## src/pwr_mode_defines.svh

```systemverilog
`ifndef PWR_MODE_DEFINES_SVH
`define PWR_MODE_DEFINES_SVH

// ----------------------------------------
// Field positions and timing
// ----------------------------------------
`define SLEEP_VARIANT_BIT 5
`define FAST_IRQ_COUNT 8
`define WAKE_PULSE_NS 40
`define CLK_PERIOD_NS 20
// Least pulse rounds up to whole cycles
`define WAKE_PULSE_CYC ((`WAKE_PULSE_NS + `CLK_PERIOD_NS - 1) / `CLK_PERIOD_NS)
`define MODE_RESET 2'h0

`endif

```

## src/pwr_mode_pkg.sv

```systemverilog
package pwr_mode_pkg;

    typedef enum logic [2:0]
    {
        ST_RUN = 3'b000,
        ST_IDLE_WAIT = 3'b001,
        ST_IDLE = 3'b010,
        ST_PD_WAIT = 3'b011,
        ST_PD_PROT = 3'b100,
        ST_PD_INTR = 3'b101
    } pwr_state_t;

    // Instruction requests from the CPU
    typedef struct packed
    {
        logic idle_instruction;
        logic deep_sleep_instruction;
    } cpu_req_t;

    // Bus status relevant to entry
    typedef struct packed
    {
        logic bus_busy;
        logic ready_enabled;
        logic ready_seen;
    } bus_stat_t;

    // Wake sources besides fast pins
    typedef struct packed
    {
        logic any_irq;
        logic rtc_irq;
        logic can_irq;
        logic i2c_irq;
    } wake_src_t;

    // Gating outputs
    typedef struct packed
    {
        logic cpu_halt;
        logic periph_halt;
        logic wdt_halt;
        logic main_osc_stop;
        logic rtc_run;
    } gate_t;

endpackage

```

## src/wake_sync.sv

```systemverilog
`timescale 1ns/1ps
`include "pwr_mode_defines.svh"

// Two-stage synchroniser for the fast wake pins, level in and level out
module wake_sync
(
    // Clock and reset
    input wire logic ref_clk,
    input wire logic rst,
    // Raw and synchronised
    input wire logic [`FAST_IRQ_COUNT-1:0] async_in,
    output logic [`FAST_IRQ_COUNT-1:0] sync_out
);

    logic [`FAST_IRQ_COUNT-1:0] meta_q;

    // No reset on purpose: both stages follow the pin while reset is held,
    // so an active-low pin leaves reset at its idle level, not as a request.
    // Limitation: reset must be held for at least two clock edges.
    always_ff @(posedge ref_clk)
    begin
        meta_q <= async_in;
        sync_out <= meta_q;
    end

endmodule

```

## src/pwr_mode_ctrl.sv

```systemverilog
`timescale 1ns/1ps
`include "pwr_mode_defines.svh"

// Function
// Idle halts CPU, peripherals keep running
// Power-down halts CPU, peripherals, watchdog
// Modes entered only by their instructions
// Finish pending bus transaction before entry
// Refuse entry when ready enabled, unseen
// Any interrupt ends idle
// Low-power oscillator running stops main oscillator
// Detect low-power oscillator, keep as reference
// Main-only reference keeps main oscillator running
// Software sets regulator-off before power-down
// Variant bit clear selects protected power-down
// Protected entry needs NMI low
// Protected exit only by reset pin
// Variant bit set selects interruptible power-down
// Interruptible entry needs enabled pins inactive
// Interruptible exit on reset, pins, RTC, CAN, I2C
// Wake pin held at least 40 ns
// Clearing RAM enable freezes interface immediately
// RAM stays frozen until enable set again
// Enable set blocks standby switch on dips
// Reset release returns RAM to main rail
// Reset pin held low through power ramps
// Standby RTC counts only on low-power oscillator
// Reset returns run; wake events synchronised (code synchronises only the fast wake pins, through wake_sync)
module pwr_mode_ctrl
    import pwr_mode_pkg::*;
(
    // Clock and reset
    input wire logic ref_clk,
    input wire logic rst,
    // CPU side
    input wire cpu_req_t cpu_req,
    input wire bus_stat_t bus_stat,
    input wire logic nmi_n,
    input wire logic [7:0] system_config_reg,
    input wire logic main_regulator_off,
    // Wake sources
    input wire logic [`FAST_IRQ_COUNT-1:0] fast_ext_irq_pin,
    input wire logic [`FAST_IRQ_COUNT-1:0] fast_irq_enable,
    input wire logic [`FAST_IRQ_COUNT-1:0] fast_irq_active_high,
    input wire wake_src_t wake_src,
    input wire logic reset_input_pin_n,
    // Oscillator and stand-by RAM
    input wire logic lowpower_osc_detected,
    input wire logic lowpower_ref_disable,
    input wire logic rtc_enable,
    input wire logic standby_ram_enable,
    input wire logic core_supply_low,
    // Outputs
    output gate_t gate,
    output pwr_state_t state,
    output logic entry_refused,
    output logic resume_pulse,
    output logic rtc_ref_lowpower,
    output logic ram_frozen,
    output logic ram_on_standby_rail
);

    // ----------------------------------------
    // Wake pin conditioning
    // ----------------------------------------
    logic [`FAST_IRQ_COUNT-1:0] pin_sync;
    logic [`FAST_IRQ_COUNT-1:0] pin_active;
    logic [`FAST_IRQ_COUNT-1:0] pin_wake;
    logic [`FAST_IRQ_COUNT-1:0] pin_prev_q;

    wake_sync u_wake_sync
    (
        .ref_clk(ref_clk),
        .rst(rst),
        .async_in(fast_ext_irq_pin),
        .sync_out(pin_sync)
    );

    // Polarity and enable per pin; a pin needs two samples in a row
    genvar gi;
    generate
        for (gi = 0; gi < `FAST_IRQ_COUNT; gi++)
        begin : g_pin
            assign pin_active[gi] = fast_irq_enable[gi] &
                (pin_sync[gi] ~^ fast_irq_active_high[gi]);
            assign pin_wake[gi] = pin_active[gi] & pin_prev_q[gi];
        end
    endgenerate

    // Previous sample for the width filter; WAKE_PULSE_CYC is two cycles
    always_ff @(posedge ref_clk)
    begin
        if (rst)
            pin_prev_q <= '0;
        else
            pin_prev_q <= pin_active;
    end

    logic any_pin_wake;
    logic any_pin_active_raw;
    assign any_pin_wake = |pin_wake;
    // Entry check looks at live enabled pin levels through the synchroniser
    assign any_pin_active_raw = |pin_active;

    // ----------------------------------------
    // Entry qualification
    // ----------------------------------------
    logic variant_intr;
    logic ready_bad;
    logic pd_ok;
    assign variant_intr = system_config_reg[`SLEEP_VARIANT_BIT];
    assign ready_bad = bus_stat.ready_enabled & ~bus_stat.ready_seen;
    // Protected needs NMI low, interruptible needs quiet pins
    assign pd_ok = variant_intr ? ~any_pin_active_raw : ~nmi_n;

    logic reset_pin_wake;
    assign reset_pin_wake = ~reset_input_pin_n;

    // ----------------------------------------
    // Mode state machine
    // ----------------------------------------
    pwr_state_t state_q;
    pwr_state_t state_d;
    logic refuse_d;
    logic resume_d;

    always_comb
    begin
        state_d = state_q;
        refuse_d = 1'b0;
        resume_d = 1'b0;
        case (state_q)
            ST_RUN:
            begin
                if (cpu_req.idle_instruction)
                    state_d = ST_IDLE_WAIT;
                else if (cpu_req.deep_sleep_instruction)
                    state_d = ST_PD_WAIT;
            end
            ST_IDLE_WAIT:
            begin
                // Let the bus cycle drain before halting
                if (!bus_stat.bus_busy)
                begin
                    if (ready_bad)
                    begin
                        refuse_d = 1'b1;
                        state_d = ST_RUN;
                    end
                    else
                        state_d = ST_IDLE;
                end
            end
            ST_IDLE:
            begin
                if (wake_src.any_irq | any_pin_wake)
                begin
                    resume_d = 1'b1;
                    state_d = ST_RUN;
                end
            end
            ST_PD_WAIT:
            begin
                if (!bus_stat.bus_busy)
                begin
                    if (ready_bad || !pd_ok)
                    begin
                        refuse_d = 1'b1;
                        state_d = ST_RUN;
                    end
                    else if (variant_intr)
                        state_d = ST_PD_INTR;
                    else
                        state_d = ST_PD_PROT;
                end
            end
            ST_PD_PROT:
            begin
                // Interrupts ignored; reset pin reaches us through rst
                state_d = ST_PD_PROT;
            end
            ST_PD_INTR:
            begin
                if (reset_pin_wake | any_pin_wake | wake_src.rtc_irq |
                    wake_src.can_irq | wake_src.i2c_irq)
                begin
                    resume_d = 1'b1;
                    state_d = ST_RUN;
                end
            end
            default:
                state_d = ST_RUN;
        endcase
    end

    // State register; reset always lands in run
    always_ff @(posedge ref_clk)
    begin
        if (rst)
            state_q <= ST_RUN;
        else
            state_q <= state_d;
    end

    // Status pulses
    always_ff @(posedge ref_clk)
    begin
        if (rst)
        begin
            entry_refused <= 1'b0;
            resume_pulse <= 1'b0;
        end
        else
        begin
            entry_refused <= refuse_d;
            resume_pulse <= resume_d;
        end
    end

    assign state = state_q;

    // ----------------------------------------
    // Oscillator reference selection
    // ----------------------------------------
    logic lp_ref_q;

    // Sticky once seen, only reset or software disable drops it
    always_ff @(posedge ref_clk)
    begin
        if (rst)
            lp_ref_q <= 1'b0;
        else if (lowpower_ref_disable)
            lp_ref_q <= 1'b0;
        else if (lowpower_osc_detected)
            lp_ref_q <= 1'b1;
    end

    assign rtc_ref_lowpower = lp_ref_q;

    // ----------------------------------------
    // Clock gating outputs
    // ----------------------------------------
    logic in_pd;
    logic in_idle;
    assign in_pd = (state_q == ST_PD_PROT) || (state_q == ST_PD_INTR);
    assign in_idle = (state_q == ST_IDLE);

    // Registered so gates never glitch
    always_ff @(posedge ref_clk)
    begin
        if (rst)
            gate <= gate_t'({4'h0, rtc_enable & standby_rail_q & lowpower_osc_detected});
        else
        begin
            gate.cpu_halt <= (state_d == ST_IDLE) || (state_d == ST_PD_PROT) ||
                (state_d == ST_PD_INTR);
            gate.periph_halt <= (state_d == ST_PD_PROT) || (state_d == ST_PD_INTR);
            gate.wdt_halt <= (state_d == ST_PD_PROT) || (state_d == ST_PD_INTR);
            // Main osc stops in power-down unless it is the only RTC reference
            gate.main_osc_stop <= ((state_d == ST_PD_PROT) || (state_d == ST_PD_INTR)) &&
                (lp_ref_q || !rtc_enable);
            gate.rtc_run <= rtc_enable;
        end
    end

    // ----------------------------------------
    // Stand-by RAM control
    // ----------------------------------------
    logic frozen_q;
    logic standby_rail_q;
    logic rst_prev_q;

    // Freeze follows enable low at once; only a set unfreezes
    always_ff @(posedge ref_clk)
    begin
        if (rst)
            frozen_q <= frozen_q | ~standby_ram_enable;
        else if (!standby_ram_enable)
            frozen_q <= 1'b1;
        else
            frozen_q <= 1'b0;
    end

    // Reset edge tracking for rail return
    always_ff @(posedge ref_clk)
    begin
        rst_prev_q <= rst;
    end

    // Rail moves to stand-by on reset while frozen; supply dips ignored if enabled
    always_ff @(posedge ref_clk)
    begin
        if (rst && frozen_q && core_supply_low)
            standby_rail_q <= 1'b1;
        else if (rst && frozen_q)
            standby_rail_q <= 1'b1;
        else if (rst_prev_q && !rst)
            standby_rail_q <= 1'b0;
        else if (!rst && !frozen_q)
            standby_rail_q <= 1'b0;
    end

    // Immediate freeze path: combinational so no access slips through
    assign ram_frozen = frozen_q | ~standby_ram_enable;
    assign ram_on_standby_rail = standby_rail_q;
endmodule

```

## config.mk

```make
export PLATFORM = sky130hd
export DESIGN_NAME = pwr_mode_ctrl
export DESIGN_NICKNAME = d
export VERILOG_FILES = /design/src/pwr_mode_pkg.sv /design/src/wake_sync.sv /design/src/pwr_mode_ctrl.sv
export VERILOG_INCLUDE_DIRS = /design/src
export SDC_FILE = /design/constraint.sdc
export NUM_CORES = 1
export LEC_CHECK = 0
export BUFFER_PORTS_ARGS = -buffer_cell sky130_fd_sc_hd__buf_2
export CAP_MARGIN = 5
export CELL_PAD_IN_SITES_DETAIL_PLACEMENT = 0
export CELL_PAD_IN_SITES_GLOBAL_PLACEMENT = 1
export CORE_UTILIZATION = 34
export DETAILED_ROUTE_END_ITERATION = 7
export GPL_TIMING_DRIVEN = 0
export PLACE_DENSITY = 0.94
export SYNTH_ARGS = -nofsm -noshare
export SYNTH_HDL_FRONTEND = slang
export SYNTH_SLANG_ARGS = --single-unit
```

## constraint.sdc

```tcl
create_clock -name ref_clk -period 2 [get_ports ref_clk]
set_input_delay 0.3 -clock ref_clk [delete_from_list [all_inputs] [get_ports ref_clk]]
set_output_delay 0.3 -clock ref_clk [all_outputs]
set_load 0.02 [all_outputs]
```

==> flow_summary.json, run 1 <==
{
  "rsz0062_at_grt": "no",
  "synth_flop_cell": "dfxtp_1",
  "dp_hpwl_mm": 1.958,
  "powerDensity_nw_per_um2": 850.1,
  "critPathArrivalTime_ns": 1.65,
  "grt_pass1_vias": 1088,
  "pwr-share-comb_pct": 13.4,
  "area_growth_pct": 31.34,
  "antenna_found_initial": 0,
  "p_clk_share_pct": 32.5,
  "cts_tree": "built",
  "post_cts_buffers": 0,
  "r2r_cells": 4,
  "cts_sinks": 37,
  "seq_power_share_pct": 54.1,
  "syn_inst": 142,
  "drc_errors": 0,
  "finalPower_mw": 1.471,
  "clockRootBuffer": "clkbuf_8",
  "switching_share_pct": 24.46,
  "io_buffers": 54,
  "crit_path_end_kind": "register",
  "startpoint_type": "register",
  "synth.net_count": 193,
  "diodes": 0,
  "maxSlewHeadroom_pct": 70.96,
  "clock_latency_ns": 0.28,
  "drv_cap": 0,
  "placed_area_um2": 1648,
  "synthSimpleGateAreaFrac_pct": 23.36,
  "grt_pass1_wl_mm": 4.250,
  "synthXorXnorAreaFrac_pct": 5.318,
  "clkTransAtPathRegs_ns": 0.07,
  "setup_viol": 0,
  "cpPeakStageDelay_ns": 0.48,
  "ioPinCount": 64,
  "ant_nets": 0,
  "cp.required_ns": 2.16,
  "syn_area_um2": 1318,
  "synth_top_family_by_area": "simple AND/OR/NAND/NOR gates",
  "synth_most_common_cell": "dfxtp_1",
  "synth_area_leader_cell": "dfxtp_1",
  "synth_top_area_share_pct": 56.22,
  "worstPathCellList": "nand2b_1 > or2_2 > o311ai_1 > o21ai_0",
  "yosysUniqueCellTypes": 31,
  "grt-ovfl-total": 0,
  "stdcell_area_um2": 1730,
  "worstSetupPathType": "reg2reg",
  "vias": 1138,
  "drive_gt1_share_pct": 33.82,
  "cp_max_fo": 8,
  "final_hold_viol_count": 0,
  "cts_hold_buf": 0,
  "synth_commonest_cells": "dfxtp_1, nor2_1, nand2_1, nand3_1, xnor2_1",
  "synth_adder_area_share_pct": 0,
  "synth_edf_count": 0,
  "cpMaxStageDelayCell": "dfxtp_1",
  "grt_max_degree": 12,
  "gp_congestion": 0.8171,
  "switchingPower_mw": 0.3599,
  "yosysSeqAreaShare_pct": 56.22,
  "core_region_area_um2": 3689,
  "min_period_ns": 1.487,
  "cts.path.max_buffers": 2,
  "skew_ns": 0.003264,
  "utilization_pct": 46.91,
  "slew_viol_final": 0,
  "dieArea_um2": 4128,
  "async_flop_share_pct": 0,
  "viasPerCell": 4.516,
  "die_w_um": 64.25,
  "drt_iter0_drc": 26,
  "cts_buffers": 5,
  "period_share_pct": 74.34,
  "htreeDepth": 2,
  "fp.dieH_um": 64.25,
  "yosysWarnings": 0,
  "cts_resized": 0,
  "wl_per_cell_um": 9.762,
  "p_leak_nw": 0.8113,
  "power.internal_mw": 1.111,
  "finalWirelength_mm": 2.460,
  "status": "completed",
  "ys_ff_latch": 37,
  "rows": 22,
  "min_path_cells": 1,
  "ir_drop_uv": 670.7,
  "synth_compound_area_share_pct": 11.59,
  "grt_usage_pct": 13.55,
  "tightestPinTransition_ns": 0.4355,
  "start_util_pct": 35.72,
  "fin_tns_setup_ns": 0,
  "fmax_mhz": 672.6,
  "nets": 254,
  "hold_slack_ns": 0.1157,
  "synth.area.mux_share_pct": 0,
  "synthTopCellsByArea": "dfxtp_1, nor2_1, xnor2_1",
  "firstDrtPassIters": 4,
  "avgSynthCellArea_um2": 9.278,
  "hold_class": "in2reg"
}
## placed cells by master (no fill, tap or decap), types with 2 or more instances in the layout
cell type and n:
clkbuf_1 3, nand3_1 10, buf_2 54, clkinv_2 2, nor2_1 21, clkbuf_8 5
dfxtp_1 37, and4_1 2, o21ai_0 6, nand2b_1 4, inv_1 7, xnor2_1 8
a21oi_1 4, nand2_1 15, a22oi_1 5, nor2b_1 3
## kinds of logic (layout without fill, tap and decap cells)
kind of cell / count (synthesis) / count (layout)
simple gates: 63 / 63
xor+xnor: 8 / 8
buf+inv: 11 / 73
flops: 37 / 37
compound gates: 23 / 23
## worst paths after layout
| check | from | slack, ns | end |
|---|---|---|---|
| worst max-delay path | state[2]$_SDFF_PP0_ | 0.51 | gate[4]$_SDFF_PP0_ |
| worst min-delay path | fast_ext_irq_pin[6] | 0.12 | u_wake_sync.meta_q[6]$_DFF_P_ |
| worst max register to register | state[2]$_SDFF_PP0_ | 0.51 | gate[4]$_SDFF_PP0_ |
| worst min register to register | u_wake_sync.meta_q[5]$_DFF_P_ | 0.33 | u_wake_sync.sync_out[5]$_DFF_P_ |
## per-stage QoR
step           worst slack, ns  std cells
2_1_floorplan           0.5363        142
3_3_place_gp            0.4076        244
3_5_place_dp            0.4057        244
4_1_cts                 0.5050        252
5_1_grt                 0.3611        252
6_report                0.5132        252
## power groups by stage
stage / Combinational [mW] / Sequential, mW / Clock [mW]
after floorplan: 0.102 / 0.827 / 0
after global placement: 0.196 / 0.812 / 0
after detailed placement: 0.198 / 0.813 / 0
after CTS: 0.199 / 0.797 / 0.504
after global routing: 0.220 / 0.800 / 0.538
final: 0.197 / 0.796 / 0.478
## routing by layer
metal,global-route usage [%],vias to the layer above,wire length [um]
met3,5.357,5,178
met2,23.03,36,1195
met5,0,-,0
met1,14.46,499,1051
li1,-,598,-
met4,6.667,0,35
## final cells by class
cell class	count	area [um2]
plain buffers	4	20.02
well taps	48	60.06
repair buffers	54	270.3
flip-flops and latches	37	740.7
clock inverters	2	10.01
inverters	7	26.28
fillers	385	1958
multi-input cells	94	530.5
clock buffers	6	72.57
## critical path: cells and delay by family (launching register included)
family / cells / cell delay [ns]
AND/OR/NAND/NOR: 2 / 0.47
AO/OA/AOI/OAI: 2 / 0.43
flip-flops: 1 / 0.48
## registers in the layout (all words and copies together) (netlist names)
signal                flops
entry_refused             1
frozen_q                  1
gate                      4
pin_prev_q                8
ram_on_standby_rail       1
resume_pulse              1
rst_prev_q                1
rtc_ref_lowpower          1
state                     3
u_wake_sync.meta_q        8
u_wake_sync.sync_out      8
No activity file was read; power rests on OpenSTA's default activity.
==> inputs of run 2 (changes only) <==
--- a/config.mk
+++ b/config.mk
@@ -10,10 +10,10 @@
 export CAP_MARGIN = 5
 export CELL_PAD_IN_SITES_DETAIL_PLACEMENT = 0
 export CELL_PAD_IN_SITES_GLOBAL_PLACEMENT = 1
-export CORE_UTILIZATION = 34
+export CORE_UTILIZATION = 29
 export DETAILED_ROUTE_END_ITERATION = 7
 export GPL_TIMING_DRIVEN = 0
-export PLACE_DENSITY = 0.94
+export PLACE_DENSITY = 0.86
 export SYNTH_ARGS = -nofsm -noshare
 export SYNTH_HDL_FRONTEND = slang
 export SYNTH_SLANG_ARGS = --single-unit
==> constraint.sdc (replaced) <==
create_clock -name ref_clk -period 1.3 [get_ports ref_clk]
set_input_delay 0.195 -clock ref_clk [delete_from_list [all_inputs] [get_ports ref_clk]]
set_output_delay 0.195 -clock ref_clk [all_outputs]
set_load 0.02 [all_outputs]
==> run 2 against run 1 <==
- the run now ends with setup timing left
- final area increased by 14%
- core utilization shrank 1.6 points
- register-to-register slack got worse by 0.66 ns
- critical path type unchanged
- global-route usage fell by 1.2 points
- die area is 17% higher
- critical endpoint is now gate[1]$_SDFF_PP0_
- hold slack worse by 0.10 ns
- total power rose by 80%
- non-clock buffer count grew 7
- sequential share of layout area down 4.7 points
- fmax is 2.5% higher
- routed wire length up 15%
- largest cell class unchanged
==> flow_summary.json, run 2 (synthesis gave the netlist of run 1 again) <==
{
  "skew_ns": 0.008221,
  "finalWirelength_mm": 2.838,
  "grt-ovfl-total": 0,
  "min_path_cells": 1,
  "antenna_found_initial": 0,
  "tightestPinTransition_ns": 0.4430,
  "cp_max_fo": 4,
  "area_growth_pct": 49.67,
  "pwr-share-comb_pct": 14.3,
  "dieArea_um2": 4816,
  "timing.rr.start": "u_wake_sync.sync_out[0]$_DFF_P_",
  "reg.largest.list": "pin_prev_q (8), u_wake_sync.meta_q (8), u_wake_sync.sync_out (8)",
  "drc_errors": 0,
  "seq_area_um2": 750.7,
  "r2r_cells": 6,
  "die_w_um": 69.40,
  "clockRootBuffer": "clkbuf_8",
  "multi_input_area_um2": 640.6,
  "maxSlewHeadroom_pct": 70.46,
  "reg2reg_slack_ns": -0.15,
  "final_common_cell": "buf_2",
  "cts_buffers": 5,
  "min_period_ns": 1.450,
  "drive_gt1_share_pct": 44.08,
  "io_buffers": 54,
  "powerDensity_nw_per_um2": 1341,
  "drv_cap": 0,
  "status": "finished with violations",
  "critical-path-top-delay-family": "compound AO/OA/AOI/OAI gates",
  "crit_path_end_kind": "register",
  "cp_num_buf_inv": 0,
  "use_met3_pct": 5.233,
  "cts_tree": "built",
  "vias": 1185,
  "fillers": 430,
  "gp_congestion": 0.8109,
  "fp.dieH_um": 69.40,
  "setup_viol": 5,
  "fmax_mhz": 689.5,
  "gr-usage-met1_pct": 13.37,
  "min-delay-start": "fast_ext_irq_pin[2]",
  "cts.path.max_buffers": 2,
  "final_cells": 263,
  "drt_iter0_drc": 36,
  "core_region_area_um2": 4354,
  "ioPinCount": 64,
  "grt_pass1_wl_mm": 4.650,
  "p_leak_nw": 0.9141,
  "holdPathEnd": "u_wake_sync.meta_q[2]$_DFF_P_",
  "placedCellCount": 248,
  "switching_share_pct": 23.69,
  "critPathArrivalTime_ns": 1.68,
  "setup_ws_ns": -0.1503,
  "firstDrtPassIters": 4,
  "startpoint_type": "register",
  "seq_power_share_pct": 46.6,
  "nets": 261,
  "final_hold_viol_count": 0,
  "start_util_pct": 30.26,
  "rsz0062_at_grt": "yes",
  "clock_latency_ns": 0.29,
  "hold_slack_ns": 0.01160,
  "utilization_pct": 45.29,
  "power.internal_mw": 2.017,
  "cp.required_ns": 1.53,
  "viasPerCell": 4.506,
  "switchingPower_mw": 0.6262,
  "diodes": 0,
  "dp_hpwl_mm": 2.088,
  "wl_per_cell_um": 10.79,
  "cpPeakStageDelay_ns": 0.33,
  "ant_nets": 0,
  "top_usage_layer": "met2",
  "grt_usage_pct": 12.32,
  "clkTransAtPathRegs_ns": 0.08,
  "rows": 24,
  "violations": "setup timing",
  "worstSetupPathType": "reg2reg",
  "mostFrequentLayoutCells": "buf_2, dfxtp_1, nor2_1",
  "cts_sinks": 37,
  "p_clk_share_pct": 39.0,
  "hold_class": "in2reg",
  "worstPathCellList": "xnor2_2 > a22oi_1 > and4_4 > nand4_1 > a31o_2 > a21oi_2",
  "slew_viol_final": 0,
  "period_share_pct": 111.6,
  "ir_drop_uv": 768.0,
  "r2r-end": "gate[1]$_SDFF_PP0_",
  "use_met2_pct": 21.14,
  "grt_pass1_vias": 1084,
  "critPathLaunch": "u_wake_sync.sync_out[0]$_DFF_P_",
  "htreeDepth": 2,
  "cpMaxStageDelayCell": "dfxtp_1",
  "grt_max_degree": 13
}
==> run 2: power groups by stage <==
stage,combinational (mW),clock [mW],sequential [mW]
floorplan,0.169,0,1.28
global placement,0.317,0,1.25
detailed placement,0.320,0,1.26
CTS,0.342,1.06,1.23
global route,0.416,1.11,1.24
finish,0.379,1.03,1.23
==> run 2: cell type report <==
class	instances	area share [%]
timing repair buffer	61	17.26
clock inverter	2	1.904
sequential	37	38.07
multi-input combinational	94	32.49
tap	52	3.299
clock buffer	6	4.188
buffer	4	1.459
inverter	7	1.332
==> run 2: worst register-to-register path, cell delays in order, from the launching register on <==
cell and delay, ns:
dfxtp_1 0.33, xnor2_2 0.14, a22oi_1 0.17, and4_4 0.26
nand4_1 0.08, a31o_2 0.30, a21oi_2 0.10
==> run 2: repair_timing <==
action                     in CTS  in global routing
pin swaps                       2                 10
gates cloned                    0                  0
setup endpoints to repair       8                  8
hold buffers                    5                  2
hold endpoints to repair        5                  2
gates resized for setup         4                 16
buffers inserted                0                  0
==> run 2: worst max path at each step <==
stage / slack (ns) / endpoint / depth (start not counted)
5_1_grt: -0.22 / gate[4]$_SDFF_PP0_ / 6
2_1_floorplan: -0.03 / gate[1]$_SDFF_PP0_ / 6
6_report: -0.15 / gate[1]$_SDFF_PP0_ / 6
3_5_place_dp: -0.19 / gate[1]$_SDFF_PP0_ / 7
4_1_cts: -0.17 / gate[1]$_SDFF_PP0_ / 6
3_3_place_gp: -0.18 / state[0]$_SDFF_PP0_ / 7
==> run 2: metal layers <==
| layer | routed length [um] | up-vias |
|---|---|---|
| met5 | 0 | - |
| met3 | 212 | 5 |
| li1 | - | 612 |
| met2 | 1392 | 38 |
| met1 | 1183 | 530 |
| met4 | 49 | 0 |
==> run 2: stage by stage <==
stage,worst slack (ns),cell area (um2),TNS (ns),power (mW)
4_1_cts,-0.1713,1892,-0.6988,2.631
3_5_place_dp,-0.1901,1692,-0.9428,1.577
5_1_grt,-0.2201,1972,-1.034,2.762
2_1_floorplan,-0.03177,1356,-0.07874,1.445
6_report,-0.1503,1972,-0.5602,2.643
3_3_place_gp,-0.1777,1692,-0.8998,1.570
==> inputs of run 3 (changes only) <==
--- a/config.mk
+++ b/config.mk
@@ -7,9 +7,10 @@
 export NUM_CORES = 1
 export LEC_CHECK = 0
 export BUFFER_PORTS_ARGS = -buffer_cell sky130_fd_sc_hd__buf_2
-export CAP_MARGIN = 5
+export CAP_MARGIN = 20
 export CELL_PAD_IN_SITES_DETAIL_PLACEMENT = 0
 export CELL_PAD_IN_SITES_GLOBAL_PLACEMENT = 1
+export CORE_MARGIN = 4
 export CORE_UTILIZATION = 29
 export DETAILED_ROUTE_END_ITERATION = 7
 export GPL_TIMING_DRIVEN = 0
==> run 3 against run 2 <==
- the flow still finishes with violations (setup timing)
- die area rose by 18%
- cell count did not move
- sequential power barely moved
- clock skew barely moved
- clock power barely moved
- global-route usage fell by 1.7 points
- register-to-register slack got worse by 0.02 ns
- total power fell by 0.64%
- sequential cell count did not move
- critical path type unchanged
- critical endpoint is now state[0]$_SDFF_PP0_
- highest routed layer unchanged
==> flow_summary.json, run 3 (synthesis gave the netlist of run 1 again) <==
{
  "placed_area_um2": 1692,
  "gp_congestion": 0.7293,
  "fp.dieH_um": 75.40,
  "maxSlewHeadroom_pct": 70.58,
  "worstSetupPathType": "reg2reg",
  "status": "finished with violations",
  "ant_nets": 0,
  "clkTransAtPathRegs_ns": 0.07,
  "route.met3.wl_um": 286,
  "critPathArrivalTime_ns": 1.66,
  "antenna_found_initial": 0,
  "ioPinCount": 64,
  "cts_sinks": 37,
  "hold_slack_ns": 0.01297,
  "viasPerCell": 4.471,
  "cp.required_ns": 1.49,
  "drv_cap": 0,
  "crit_path_end_kind": "register",
  "vias": 1176,
  "tightestPinTransition_ns": 0.4413,
  "grt_max_degree": 13,
  "cts_tree": "built",
  "grt_pass1_vias": 1051,
  "slew_viol_final": 0,
  "cp_max_fo": 3,
  "diodes": 0,
  "worstPathCellList": "xnor2_2 > a22oi_1 > and4_4 > o221ai_1 > o311ai_2 > and2_1",
  "cts_buffers": 5,
  "area_growth_pct": 48.24,
  "start_util_pct": 30.05,
  "core_region_area_um2": 4384,
  "cts.path.max_buffers": 2,
  "switchingPower_mw": 0.6138,
  "cpPeakStageDelay_ns": 0.33,
  "powerDensity_nw_per_um2": 1345,
  "skew_ns": 0.008712,
  "drive_gt1_share_pct": 42.65,
  "clockRootBuffer": "clkbuf_8",
  "grt-ovfl-total": 0,
  "grt_pass1_wl_mm": 4.478,
  "drc_errors": 0,
  "p_leak_nw": 0.9097,
  "ir_drop_uv": 797.6,
  "wl_per_cell_um": 11.24,
  "nets": 261,
  "fin_tns_setup_ns": -0.6523,
  "rsz0062_at_grt": "yes",
  "die_w_um": 75.40,
  "cpMaxStageDelayCell": "dfxtp_2",
  "routed.top_layer": "met4",
  "setup_viol": 5,
  "period_share_pct": 113.5,
  "violations": "setup timing",
  "met1_length_mm": 1.215,
  "dieArea_um2": 5685,
  "finalPower_mw": 2.626,
  "utilization_pct": 44.55,
  "pwr-share-comb_pct": 14.0,
  "final_hold_viol_count": 0,
  "clock_latency_ns": 0.29,
  "hold_class": "in2reg",
  "finalWirelength_mm": 2.955,
  "drt_iter0_drc": 39,
  "power.internal_mw": 2.013,
  "stdcell_area_um2": 1953,
  "grt_usage_pct": 10.65,
  "fmax_mhz": 678.0,
  "reg.largest.list": "pin_prev_q (8), u_wake_sync.meta_q (8), u_wake_sync.sync_out (8)",
  "mostFrequentLayoutCells": "buf_2, dfxtp_1, nor2_1",
  "switching_share_pct": 23.37,
  "final_common_cell": "buf_2",
  "firstDrtPassIters": 6,
  "dp_hpwl_mm": 2.282,
  "seq_power_share_pct": 46.9,
  "startpoint_type": "register",
  "io_buffers": 54,
  "rows": 24,
  "wl_met2_mm": 1.398,
  "min_period_ns": 1.475,
  "p_clk_share_pct": 39.1,
  "htreeDepth": 2,
  "setup_ws_ns": -0.1749
}
-- run 3: cell counts in the layout (fill, tap and decap cells not counted) --
No cell type changed its count.
-- run 3: metrics by stage --
step,worst slack (ns),instances
finish,-0.1749,263
CTS,-0.1869,262
global route,-0.2662,263
floorplan,-0.03177,142
detailed placement,-0.1998,248
global placement,-0.1790,248
-- run 3: final timing paths --
kind	depth (start not counted)	startpoint	to	slack [ns]
max	6	u_wake_sync.sync_out[0]$_DFF_P_	state[0]$_SDFF_PP0_	-0.17
min reg2reg	0	u_wake_sync.meta_q[0]$_DFF_P_	u_wake_sync.sync_out[0]$_DFF_P_	0.33
max reg2reg	6	u_wake_sync.sync_out[0]$_DFF_P_	state[0]$_SDFF_PP0_	-0.17
min	1	fast_ext_irq_pin[6]	u_wake_sync.meta_q[6]$_DFF_P_	0.01
-- run 3: cell type report --
type,count,area [um2]
Sequential cell,37,750.7
Fill cell,456,2431
Clock inverter,2,37.54
Tap cell,52,65.06
Clock buffer,6,82.58
Buffer,4,28.78
Inverter,7,26.28
Timing Repair Buffer,61,340.3
Multi-Input combinational cell,94,621.8
-- run 3: critical path: cells and delay by family, from the launching register on --
family / cells / cell delay [ns]
AO/OA/AOI/OAI: 3 / 0.48
XOR/XNOR: 1 / 0.19
flip-flops: 1 / 0.33
AND/OR/NAND/NOR: 2 / 0.38
-- run 3: power groups by stage --
stage / logic (mW) / registers (mW) / clock network, mW
3_5_place_dp: 0.321 / 1.26 / 0
3_3_place_gp: 0.317 / 1.25 / 0
5_1_grt: 0.407 / 1.24 / 1.12
2_1_floorplan: 0.169 / 1.28 / 0
4_1_cts: 0.348 / 1.23 / 1.06
6_report: 0.367 / 1.23 / 1.03
-- run 3: layer usage --
layer | track usage [%] | vias to the layer above
met2 | 16.59 | 41
met1 | 12.12 | 514
met4 | 5.243 | 0
met3 | 5.277 | 7
li1 | - | 614
met5 | 0 | -
-- run 3: repair_timing --
action / 4_1_cts / 5_1_grt
setup buffers: 0 / 0
hold endpoints to repair: 6 / 1
endpoints found under the setup margin: 8 / 8
pin swaps: 5 / 5
gates resized for setup: 5 / 10
hold buffers: 6 / 1
